--- src/logic/lsq_pkg.sv ---
// Shared constants and types for the load/store queue scheduler
package lsq_pkg;
    localparam int            QUEUE_DEPTH = 12;
    localparam int            IDX_W       = 4;
    localparam int            ADDR_W      = 32;
    localparam int            ID_W        = 6;
    localparam int            RTAG_W      = 6;
    localparam int            SCAN_WIDTH  = 2;
    localparam int            AGU_PORTS   = 2;
    localparam logic [IDX_W-1:0] LAST_IDX = 4'hB;
    localparam logic [IDX_W:0]   FULL_CNT = 5'h0C;

    // Primitive memory operation kinds produced by splitting a macro_operation
    typedef enum logic [1:0] {
        LSQ_OP_NONE,
        LSQ_OP_LOAD,
        LSQ_OP_STORE,
        LSQ_OP_LOAD_STORE
    } lsq_kind_t;

    // Access width: narrow is 32-bit, wide is 64-bit
    typedef enum logic {
        LSQ_W32,
        LSQ_W64
    } lsq_width_t;
endpackage

--- src/logic/lsq_sched.sv ---
// Load/store reorder queue with in-order dual scan and three-stage cache probe pipe
// Functional notes
// - Split memory macro operations into load, store, or combined load/store plus INTEGER_EXECUTION_UNIT op
// - Dispatch allocates control unit, reservation station and queue entry together
// - Twelve-entry queue written in program order at dispatch
// - Probe the data cache strictly in program order
// - Accept generated addresses in any order into their allocated entries
// - Scan-out frees the entry and enters probe stages two and three
// - At most two operations scanned per cycle
// - Pairs allowed: two 64-bit loads, load plus store, two 32-bit stores
// - Stages: scan cycle 8, transport cycle 9, access and forward cycle 10
// - Address generated this cycle is eligible for scan this cycle
// - Ready operation waits while an older one is still unscanned
// - Address generation waits for base or index producer result
// - Load-execute integer part starts the cycle after data forward
`timescale 1ns/1ns
module lsq_sched (
    input  wire logic                                            sys_clk,
    input  wire logic                                            rst_n,
    input  wire logic                                            disp_valid,
    input  wire lsq_pkg::lsq_kind_t                              disp_kind,
    input  wire lsq_pkg::lsq_width_t                             disp_width,
    input  wire logic                                            disp_exec,
    input  wire logic [lsq_pkg::ID_W-1:0]                        disp_id,
    input  wire logic                                            disp_src_ready,
    input  wire logic [lsq_pkg::RTAG_W-1:0]                      disp_src_tag,
    output logic                                                 disp_ready,
    output logic                                                 icu_alloc,
    output logic                                                 rs_alloc,
    input  wire logic                                            res_valid,
    input  wire logic [lsq_pkg::RTAG_W-1:0]                      res_tag,
    output logic                                                 agu_req_valid,
    output logic [lsq_pkg::IDX_W-1:0]                            agu_req_idx,
    input  wire logic                                            agu_req_ready,
    input  wire logic [lsq_pkg::AGU_PORTS-1:0]                   agu_done_valid,
    input  wire logic [lsq_pkg::AGU_PORTS-1:0][lsq_pkg::IDX_W-1:0]  agu_done_idx,
    input  wire logic [lsq_pkg::AGU_PORTS-1:0][lsq_pkg::ADDR_W-1:0] agu_done_addr,
    input  wire logic                                            dc_ready,
    output logic [lsq_pkg::SCAN_WIDTH-1:0]                       dc_req_valid,
    output logic [lsq_pkg::SCAN_WIDTH-1:0][lsq_pkg::ADDR_W-1:0]  dc_req_addr,
    output lsq_pkg::lsq_kind_t [lsq_pkg::SCAN_WIDTH-1:0]         dc_req_kind,
    output lsq_pkg::lsq_width_t [lsq_pkg::SCAN_WIDTH-1:0]        dc_req_width,
    output logic [lsq_pkg::SCAN_WIDTH-1:0][lsq_pkg::ID_W-1:0]    dc_req_id,
    output logic [lsq_pkg::SCAN_WIDTH-1:0]                       fwd_valid,
    output logic [lsq_pkg::SCAN_WIDTH-1:0][lsq_pkg::ID_W-1:0]    fwd_id,
    output logic [lsq_pkg::SCAN_WIDTH-1:0]                       ieu_start,
    output logic [lsq_pkg::SCAN_WIDTH-1:0][lsq_pkg::ID_W-1:0]    ieu_id
);
    localparam int D = lsq_pkg::QUEUE_DEPTH;
    localparam int S = lsq_pkg::SCAN_WIDTH;

    function automatic logic [lsq_pkg::IDX_W-1:0] wrap_inc(
        input logic [lsq_pkg::IDX_W-1:0] idx
    );
        wrap_inc = (idx == lsq_pkg::LAST_IDX) ? '0 : idx + 4'h1;
    endfunction

    function automatic logic is_store(input lsq_pkg::lsq_kind_t k);
        is_store = (k == lsq_pkg::LSQ_OP_STORE) || (k == lsq_pkg::LSQ_OP_LOAD_STORE);
    endfunction

    // Combined load/store counts as a store, which is the stricter side of pairing
    function automatic logic pair_ok(
        input lsq_pkg::lsq_kind_t  ka,
        input lsq_pkg::lsq_width_t wa,
        input lsq_pkg::lsq_kind_t  kb,
        input lsq_pkg::lsq_width_t wb
    );
        if (!is_store(ka) && !is_store(kb)) begin
            pair_ok = 1'b1;
        end else if (is_store(ka) != is_store(kb)) begin
            pair_ok = 1'b1;
        end else begin
            pair_ok = (wa == lsq_pkg::LSQ_W32) && (wb == lsq_pkg::LSQ_W32);
        end
    endfunction

    // Queue state
    logic [D-1:0]                              q_valid,  next_q_valid;
    lsq_pkg::lsq_kind_t [D-1:0]                q_kind,   next_q_kind;
    lsq_pkg::lsq_width_t [D-1:0]               q_width,  next_q_width;
    logic [D-1:0]                              q_exec,   next_q_exec;
    logic [D-1:0][lsq_pkg::ID_W-1:0]           q_id,     next_q_id;
    logic [D-1:0]                              q_wait,   next_q_wait;
    logic [D-1:0][lsq_pkg::RTAG_W-1:0]         q_src,    next_q_src;
    logic [D-1:0]                              q_issued, next_q_issued;
    logic [D-1:0]                              q_addr_v, next_q_addr_v;
    logic [D-1:0][lsq_pkg::ADDR_W-1:0]         q_addr,   next_q_addr;
    logic [lsq_pkg::IDX_W-1:0]                 head,     next_head;
    logic [lsq_pkg::IDX_W-1:0]                 tail,     next_tail;
    logic [lsq_pkg::IDX_W:0]                   count,    next_count;

    // Pipe state: st2 is the transport stage, st3 the access and forward stage
    logic [S-1:0]                              st2_valid, next_st2_valid;
    logic [S-1:0][lsq_pkg::ADDR_W-1:0]         st2_addr,  next_st2_addr;
    lsq_pkg::lsq_kind_t [S-1:0]                st2_kind,  next_st2_kind;
    lsq_pkg::lsq_width_t [S-1:0]               st2_width, next_st2_width;
    logic [S-1:0]                              st2_exec,  next_st2_exec;
    logic [S-1:0][lsq_pkg::ID_W-1:0]           st2_id,    next_st2_id;
    logic [S-1:0]                              st3_valid, next_st3_valid;
    logic [S-1:0]                              st3_exec,  next_st3_exec;
    logic [S-1:0][lsq_pkg::ID_W-1:0]           st3_id,    next_st3_id;
    logic [S-1:0]                              ex_valid,  next_ex_valid;
    logic [S-1:0][lsq_pkg::ID_W-1:0]           ex_id,     next_ex_id;

    logic [D-1:0]                              eligible;
    logic [D-1:0][lsq_pkg::ADDR_W-1:0]         eff_addr;
    logic [lsq_pkg::IDX_W-1:0]                 scan_idx [S];
    logic [S-1:0]                              take;
    logic                                      accept;
    logic [lsq_pkg::IDX_W-1:0]                 probe;
    logic                                      found;

    always_comb begin
        next_q_valid  = q_valid;
        next_q_kind   = q_kind;
        next_q_width  = q_width;
        next_q_exec   = q_exec;
        next_q_id     = q_id;
        next_q_wait   = q_wait;
        next_q_src    = q_src;
        next_q_issued = q_issued;
        next_q_addr_v = q_addr_v;
        next_q_addr   = q_addr;
        next_head     = head;
        next_tail     = tail;
        next_count    = count;
        eligible      = '0;
        eff_addr      = q_addr;
        take          = '0;
        probe         = head;
        found         = 1'b0;
        agu_req_idx   = head;
        disp_ready    = (count != lsq_pkg::FULL_CNT);
        accept        = disp_valid && disp_ready && (disp_kind != lsq_pkg::LSQ_OP_NONE);
        icu_alloc     = accept;
        rs_alloc      = accept;
        // Producer results release waiting address generation
        for (int i = 0; i < D; i++) begin
            if (q_valid[i] && q_wait[i] && res_valid && (res_tag == q_src[i])) begin
                next_q_wait[i] = 1'b0;
            end
        end
        // Addresses arrive from either unit in any order
        for (int p = 0; p < lsq_pkg::AGU_PORTS; p++) begin
            if (agu_done_valid[p]) begin
                next_q_addr_v[agu_done_idx[p]] = 1'b1;
                next_q_addr[agu_done_idx[p]]   = agu_done_addr[p];
                eff_addr[agu_done_idx[p]]      = agu_done_addr[p];
            end
        end
        for (int i = 0; i < D; i++) begin
            eligible[i] = q_valid[i] && next_q_addr_v[i];
        end
        // Only the two oldest entries are looked at, so a young ready entry never passes
        scan_idx[0] = head;
        scan_idx[1] = wrap_inc(head);
        take[0] = dc_ready && eligible[scan_idx[0]];
        take[1] = take[0] && eligible[scan_idx[1]]
            && pair_ok(q_kind[scan_idx[0]], q_width[scan_idx[0]],
                       q_kind[scan_idx[1]], q_width[scan_idx[1]]);
        for (int s = 0; s < S; s++) begin
            if (take[s]) begin
                next_q_valid[scan_idx[s]] = 1'b0;
            end
        end
        next_head = take[1] ? wrap_inc(wrap_inc(head)) : (take[0] ? wrap_inc(head) : head);
        // Oldest entry whose operands are ready gets the next address generation slot
        for (int k = 0; k < D; k++) begin
            if (!found && q_valid[probe] && !q_wait[probe] && !q_issued[probe]
                && !q_addr_v[probe]) begin
                found       = 1'b1;
                agu_req_idx = probe;
            end
            probe = wrap_inc(probe);
        end
        agu_req_valid = found;
        if (found && agu_req_ready) begin
            next_q_issued[agu_req_idx] = 1'b1;
        end
        // Allocation at the tail keeps program order
        if (accept) begin
            next_q_valid[tail]  = 1'b1;
            next_q_kind[tail]   = disp_kind;
            next_q_width[tail]  = disp_width;
            next_q_exec[tail]   = disp_exec || (disp_kind == lsq_pkg::LSQ_OP_LOAD_STORE);
            next_q_id[tail]     = disp_id;
            next_q_src[tail]    = disp_src_tag;
            next_q_wait[tail]   = !(disp_src_ready || (res_valid && res_tag == disp_src_tag));
            next_q_issued[tail] = 1'b0;
            next_q_addr_v[tail] = 1'b0;
            next_tail           = wrap_inc(tail);
        end
        next_count = count + {4'h0, accept} - {4'h0, take[0]} - {4'h0, take[1]};
    end

    always_ff @(posedge sys_clk) begin
        if (!rst_n) begin
            q_valid  <= '0;
            q_kind   <= '{default: lsq_pkg::LSQ_OP_NONE};
            q_width  <= '{default: lsq_pkg::LSQ_W32};
            q_exec   <= '0;
            q_id     <= '0;
            q_wait   <= '0;
            q_src    <= '0;
            q_issued <= '0;
            q_addr_v <= '0;
            q_addr   <= '0;
            head     <= '0;
            tail     <= '0;
            count    <= '0;
        end else begin
            q_valid  <= next_q_valid;
            q_kind   <= next_q_kind;
            q_width  <= next_q_width;
            q_exec   <= next_q_exec;
            q_id     <= next_q_id;
            q_wait   <= next_q_wait;
            q_src    <= next_q_src;
            q_issued <= next_q_issued;
            q_addr_v <= next_q_addr_v;
            q_addr   <= next_q_addr;
            head     <= next_head;
            tail     <= next_tail;
            count    <= next_count;
        end
    end

    // Probe pipe: scan, then transport, then access with forward, then integer start
    always_comb begin
        for (int s = 0; s < S; s++) begin
            next_st2_valid[s] = take[s];
            next_st2_addr[s]  = eff_addr[scan_idx[s]];
            next_st2_kind[s]  = q_kind[scan_idx[s]];
            next_st2_width[s] = q_width[scan_idx[s]];
            next_st2_exec[s]  = q_exec[scan_idx[s]];
            next_st2_id[s]    = q_id[scan_idx[s]];
        end
        next_st3_valid = st2_valid;
        next_st3_exec  = st2_exec;
        next_st3_id    = st2_id;
        next_ex_valid  = st3_valid & st3_exec;
        next_ex_id     = st3_id;
    end

    always_ff @(posedge sys_clk) begin
        if (!rst_n) begin
            st2_valid <= '0;
            st2_addr  <= '0;
            st2_kind  <= '{default: lsq_pkg::LSQ_OP_NONE};
            st2_width <= '{default: lsq_pkg::LSQ_W32};
            st2_exec  <= '0;
            st2_id    <= '0;
            st3_valid <= '0;
            st3_exec  <= '0;
            st3_id    <= '0;
            ex_valid  <= '0;
            ex_id     <= '0;
        end else begin
            st2_valid <= next_st2_valid;
            st2_addr  <= next_st2_addr;
            st2_kind  <= next_st2_kind;
            st2_width <= next_st2_width;
            st2_exec  <= next_st2_exec;
            st2_id    <= next_st2_id;
            st3_valid <= next_st3_valid;
            st3_exec  <= next_st3_exec;
            st3_id    <= next_st3_id;
            ex_valid  <= next_ex_valid;
            ex_id     <= next_ex_id;
        end
    end

    assign dc_req_valid = st2_valid;
    assign dc_req_addr  = st2_addr;
    assign dc_req_kind  = st2_kind;
    assign dc_req_width = st2_width;
    assign dc_req_id    = st2_id;
    assign fwd_valid    = st3_valid;
    assign fwd_id       = st3_id;
    assign ieu_start    = ex_valid;
    assign ieu_id       = ex_id;
endmodule

--- config.mk ---
export PLATFORM = sky130hd
export DESIGN_NAME = lsq_sched
export DESIGN_NICKNAME = d
export VERILOG_FILES = /design/src/logic/lsq_pkg.sv /design/src/logic/lsq_sched.sv
export SDC_FILE = /design/constraint.sdc
export NUM_CORES = 2
export LEC_CHECK = 0
export ABC_CLOCK_PERIOD_IN_PS = 9800
export BUFFER_PORTS_ARGS = -buffer_cell sky130_fd_sc_hd__buf_2
export CORE_MARGIN = 3
export CORE_UTILIZATION = 45
export CTS_CLUSTER_SIZE = 10
export DETAILED_ROUTE_END_ITERATION = 8
export GPL_TIMING_DRIVEN = 0
export PLACE_DENSITY_LB_ADDON = 0.15
export SYNTH_ARGS = -nofsm -noshare
export SYNTH_HDL_FRONTEND = slang
export SYNTH_SLANG_ARGS = --single-unit
export TNS_END_PERCENT = 20
--- constraint.sdc ---
create_clock -name sys_clk -period 9.8 [get_ports sys_clk]
set_input_delay 2.94 -clock sys_clk [delete_from_list [all_inputs] [get_ports sys_clk]]
set_output_delay 2.94 -clock sys_clk [all_outputs]
set_load 0.02 [all_outputs]
# Word level (Yosys, flattened, before mapping)
# Index checks and enable logic that the tools add are counted.
dict set report totals {
  output_inout_bits 120
  input_bits 103
  reg_bits 753
  elab_cells 544
}
dict set report op_classes {
  n_addsub 15
  eq_ne 32
  muxes 210
  n_lt_le_gt_ge 22
  bitwise_logic 14
  reduce_logical 166
}
# operator count
set op_table {}
lappend op_table {{384-bit bitwise mux} 2}
lappend op_table {{384-bit two-way mux} 2}
lappend op_table {{32-bit binary-select mux with 4-bit select} 2}
lappend op_table {{32-bit demux with 4-bit select} 2}
lappend op_table {{1-bit binary-select mux with 4-bit select} 54}
lappend op_table {{72-bit bitwise mux} 2}
lappend op_table {{32-bit two-way mux} 4}
lappend op_table {{1-bit logical AND} 110}
lappend op_table {{12-bit two-way mux} 9}
lappend op_table {{4-bit two-way mux} 25}
lappend op_table {{1-bit two-way mux} 86}
lappend op_table {{4-bit by 5-bit < comparator with 1-bit output (second input constant)} 16}
lappend op_table {{6-bit == test} 13}
lappend op_table {{1-bit logical NOT} 50}
lappend op_table {{4-bit by 1-bit adder with 4-bit output (second input constant)} 12}
lappend op_table {{12-bit bitwise AND} 4}
lappend op_table {{6-bit binary-select mux with 4-bit select} 2}
lappend op_table {{4-bit == test (second input constant)} 12}
lappend op_table {{12-bit OR} 4}
lappend op_table {{12-bit bitwise mux} 3}
lappend op_table {{12-bit inverter} 3}
lappend op_table {{24-bit bitwise mux} 1}
lappend op_table {{1-bit demux with 4-bit select} 6}
lappend op_table {{6-bit demux with 4-bit select} 1}
lappend op_table {{14 further kinds} 34}

# Longest topological paths before layout
dict set report depth {
  ltp_word 81
  depth_mapped 29
  depth_no_buf 22
}

# Worst setup path after synthesis
# No wires, ideal clock.
dict set report synth_path {
  kind {reg2out}
  from {register head[0] in the netlist's numbering}
  to {output port agu_req_idx[1] in the netlist's numbering}
  path_buffers 5
  t_arrival_ns 5.935
  path_stages_with_launch 25
  setup_slack_ns 0.925
  required_ns 6.860
  cell_sequence {dfxtp_1 -> buf_4 -> inv_1 -> buf_2 -> clkbuf_1 -> ha_1 -> buf_4 -> nor4b_1 -> a211oi_2 -> o21ai_2 -> mux2_2 -> o211a_1 -> nor3_4 -> nor2_1 -> a311o_1 -> and3_1 -> o32a_1 -> o22a_1 -> o2111a_1 -> o31a_1 -> buf_6 -> mux2_4 -> or3_1 -> o211ai_2 -> inv_2}
}
dict set report synth_between {
  elab_chain_cells 73
  word_cells_on_any_way 245
  cone_classes {add/sub: 11; eq/ne: 11; mux: 129; reduce/logical: 94}
}
# element line_no
set synth_rtl {}
lappend synth_rtl {{from (decl)} lsq_sched.sv:89} ;# logic [lsq_pkg::IDX_W-1:0] head, next_head;
lappend synth_rtl {{from (signal assigned)} lsq_sched.sv:223} ;# head <= next_head;
lappend synth_rtl {{branches (longest 72 deep; another with 4-bit by 1-bit adder with 4-bit output)} --}
lappend synth_rtl {{4-bit two-way mux (*)} lsq_sched.sv:170} ;# if (!found && q_valid[probe] && !q_wait[probe] && !q_issued[probe]
lappend synth_rtl {{to (decl)} lsq_sched.sv:33} ;# output logic [lsq_pkg::IDX_W-1:0] agu_req_idx,
# Every way passes the cells marked *. The select of a mux whose other input is x is not followed.

# Worst setup path after layout
dict set report layout_path {
  from {register head[0] in the netlist's numbering}
  to {output port agu_req_idx[0] in the netlist's numbering}
}
# Same word-level chain as after synthesis.

==> key figures <==
Floorplanning
  – Core box area: 0.0936 mm^2
  – I/O pin cnt: 223
  – Chip Width: 314 um
  – Initial Utilization: 45.5%
  – Die ar.: 0.0984 mm^2
  – Die boundary height: 314 um
  – Number of rows in the core area: 112

Timing
  – Final min period: approximately 9.6 ns
  – Final setup violation count: 0
  – RSZ-0062 raised after global routing: true
  – Setup TNS: 0 ns
  – Skew final: a little over 0.03 ns
  – Rel. slew slack: -4.03%
  – Worst-Margin Slew: roughly 1.6 ns
  – Final Cycle Share: 97.7%
  – FMAX: 0.104 GHz
  – Pins over their slew limit: 18
  – Hold Vio Cnt, Final: 0

Clock tree
  – Number of H-tree levels: 3
  – CTS hold repair buffers: 0
  – Clock transition at path regs: 0.06 ns
  – Root buffer selected by CTS: clkbuf_16
  – Max clock buf depth: 3
  – Clock Latency Late Sink: 0.69 ns
  – CTS sink count: approximately 750
  – CTS buffer count: roughly 90
  – TritonCTS clock tree: yes

Worst setup path
  – Crit-path max FO: 11
  – Worst path slowest cell: or3_4
  – CP dominant cell by count: buf_6
  – CP Launch Type: flop
  – Worst Reg-to-Reg Cells: 25
  – RR Startpoint: head[0]$_SDFFE_PN0P_
  – Setup CP Type: flop to primary output
  – CP Data Arrival Time: 6.64 ns
  – CP max stage delay: 0.41 ns
  – FF-to-FF End: count[3]$_SDFF_PN0_
  – Critical path required time: 6.86 ns
  – R2r setup slk: 1.90 ns
  – Critical Path Sink Type: primary output

Finish
  – Area grow syn2layout: 14.2%
  – Final Cell Area: 0.0487 mm^2
  – Commonest non-fill, non-tap cell in the layout: nand2_1
  – Multi-input logic area: 0.0259 mm^2
  – Finished Core Util: 52.0%
  – Nets: 5340
  – Most frequent cells in the layout: 757 x nand2_1, 752 x dfxtp_1, 548 x a21oi_1
  – Non-Filler Instances: 6528
  – Register area: 0.0151 mm^2
  – Fillers: 9145
  – Share of cells above drive strength 1: 14.3%

Pwr
  – Peak supply drop: 0.126 mV
  – Pleak: 18.2 nW
  – Pwr dens: between 100 and 150 mW/mm^2
  – Design Power: between 0.007 and 0.008 W

Detailed routing
  – Total length of routed wires: ~170000 um
  – Vias/cell: a little over 6
  – TritonRoute pass-1 iters: 6
  – Initial DRC Count: 4741
  – Detail Route Antenna Nets: 0
  – Vias: about 40000
  – # DRC: 0
  – Avg WL per Cell: 26.4 um

GRT
  – Largest net degree at the start of global routing: 13
  – Number of global-route vias before repair: 38100
  – Global-route wire length before repair: 252000 um
  – Overall Global Routing Usage: 34.2%
  – Initial antenna violation count: 12
  – GRT overflow: 0

Worst hold path
  – WHS Path Cells: 1
  – WHS Endpoint: st3_exec[0]$_SDFF_PN0_
  – Hold_sp: next_st3_exec[0]$_SDFF_PN0_
  – Worst Hold Class: flop to flop

Synth
  – Async S/R FF share, synth: 0%
  – Instance count of the mapped netlist: 4870
  – Seq/Total Area, Yosys: 35.4%
  – Net Count, Synth: 4990
  – Post-synth EDFFs: 0
  – Unique cell type count in the Yosys netlist: 93
  – Top_reg_cell synth: dfxtp_1
  – Mean Syn Cell Area: 8.75 um^2
  – Post-Synthesis Cell Area: ~0.043 mm^2
  – Flops & latches, synth: around 750
  – Ys Warns: 0

Placed design
  – Port Buffers: 213
  – Dpl hpwl: roughly 130000 um
  – Final GP Congestion: between 0.9 and 1
  – Post-Place Cell Area: 0.0453 mm^2
  – Cells after DPL: roughly 6300

Run status
  – Status: complete, but fails checks
  – Failing checks: capacitance limit, slew limit

Job
  – Max_cap viols: 2
metrics by stage:
stage / setup WS [ns] / hold WS (ns)
after global routing: -0.0374 / 0.460
final: 0.221 / 0.434
after detailed placement: -0.849 / 0.421
after floorplan: 0.925 / 0.412
after CTS: 0.00351 / 0.434
after global placement: -0.840 / 0.414
power by group:
group          internal [W]  total, W  switching (W)  leakage, nW
sequential          0.00314   0.00317      0.0000307         6.09
combinational      0.000311  0.000861       0.000550         10.8
clock               0.00181   0.00318        0.00137         1.30
state kept, by name, summed over array words and instances (netlist names), 24 cells and up:
signal	count
dc_req_addr	64
q_id	72
q_addr	384
q_kind	24
q_src	72
critical path, delay by kind of cell, from the launching register on:
| kind | cells | cell delay [ns] |
|---|---|---|
| AO/OA/AOI/OAI | 8 | 2.38 |
| buffers and inverters | 8 | 1.10 |
| multiplexers | 2 | 0.45 |
| AND/OR/NAND/NOR | 6 | 1.29 |
| flip-flops | 1 | 0.37 |
| adder cells (fa/ha/maj) | 1 | 0.35 |
how the worst max path moves through the flow:
stage | slack [ns] | end | start
final | 0.22 | agu_req_idx[0] | head[0]$_SDFFE_PN0P_
after global routing | -0.04 | agu_req_idx[3] | head[0]$_SDFFE_PN0P_
after CTS | 0.004 | agu_req_idx[1] | head[0]$_SDFFE_PN0P_
after detailed placement | -0.85 | agu_req_idx[1] | head[0]$_SDFFE_PN0P_
after global placement | -0.84 | agu_req_idx[1] | head[0]$_SDFFE_PN0P_
after floorplan | 0.93 | agu_req_idx[1] | head[0]$_SDFFE_PN0P_
routing by layer:
| layer | GRT usage (%) | vias to the layer above | routed length, um | part of all wire (%) |
|---|---|---|---|---|
| li1 | - | 17700 | - | - |
| met1 | 44.3 | 19500 | 67400 | 39 |
| met2 | 53.1 | 2230 | 76700 | 44 |
| met3 | 7.67 | 527 | 18100 | 10 |
| met4 | 18.7 | 6 | 10300 | 6.0 |
| met5 | 0 | - | 55 | 0.032 |
repair_timing:
action	in CTS	in global routing
buffers inserted	19	20
setup endpoints to repair	5	4
gates resized for setup	50	36
pin swaps	13	21
cell usage after synthesis (all sizes together), types with 8 or more instances:
master / n / area, um^2
a211oi: 25 / 210
a21oi: 552 / 2770
a22oi: 9 / 67.6
a31oi: 15 / 100
and2: 422 / 2640
and3: 19 / 124
buf: 88 / 377
clkbuf: 385 / 1450
dfxtp: 753 / 15100
ha: 16 / 200
inv: 22 / 82.6
mux2i: 455 / 4550
mux4: 276 / 6220
nand2: 760 / 2850
nand2b: 20 / 125
nand3: 66 / 330
nand4: 18 / 113
nor2: 419 / 1580
nor2b: 13 / 81.3
nor3: 59 / 318
o211a: 8 / 80.1
o211ai: 10 / 80.1
o21ai: 231 / 1160
o22ai: 8 / 50.1
o31ai: 9 / 67.6
xnor2: 61 / 542
xor2: 32 / 280
final cells by class:
type	count	share of cell area [%]
Tap cell	1254	3.22
Inverter	22	0.177
Clock buffer	127	5.21
Multi-Input combinational cell	3622	53.2
Antenna cell	10	0.0514
Clock inverter	10	0.247
Timing Repair Buffer	257	2.97
Sequential cell	753	31.0
Buffer	473	3.90
kinds of logic after synthesis:
group	synth area share (%)
AO/OA/AOI/OAI	12.5
XOR/XNOR	1.98
adder cells (fa/ha/maj)	0.517
buffers and inverters	4.47
flip-flops	35.4
multiplexers	25.4
AND/OR/NAND/NOR	19.7
Power figures use the tool's default switching activity.
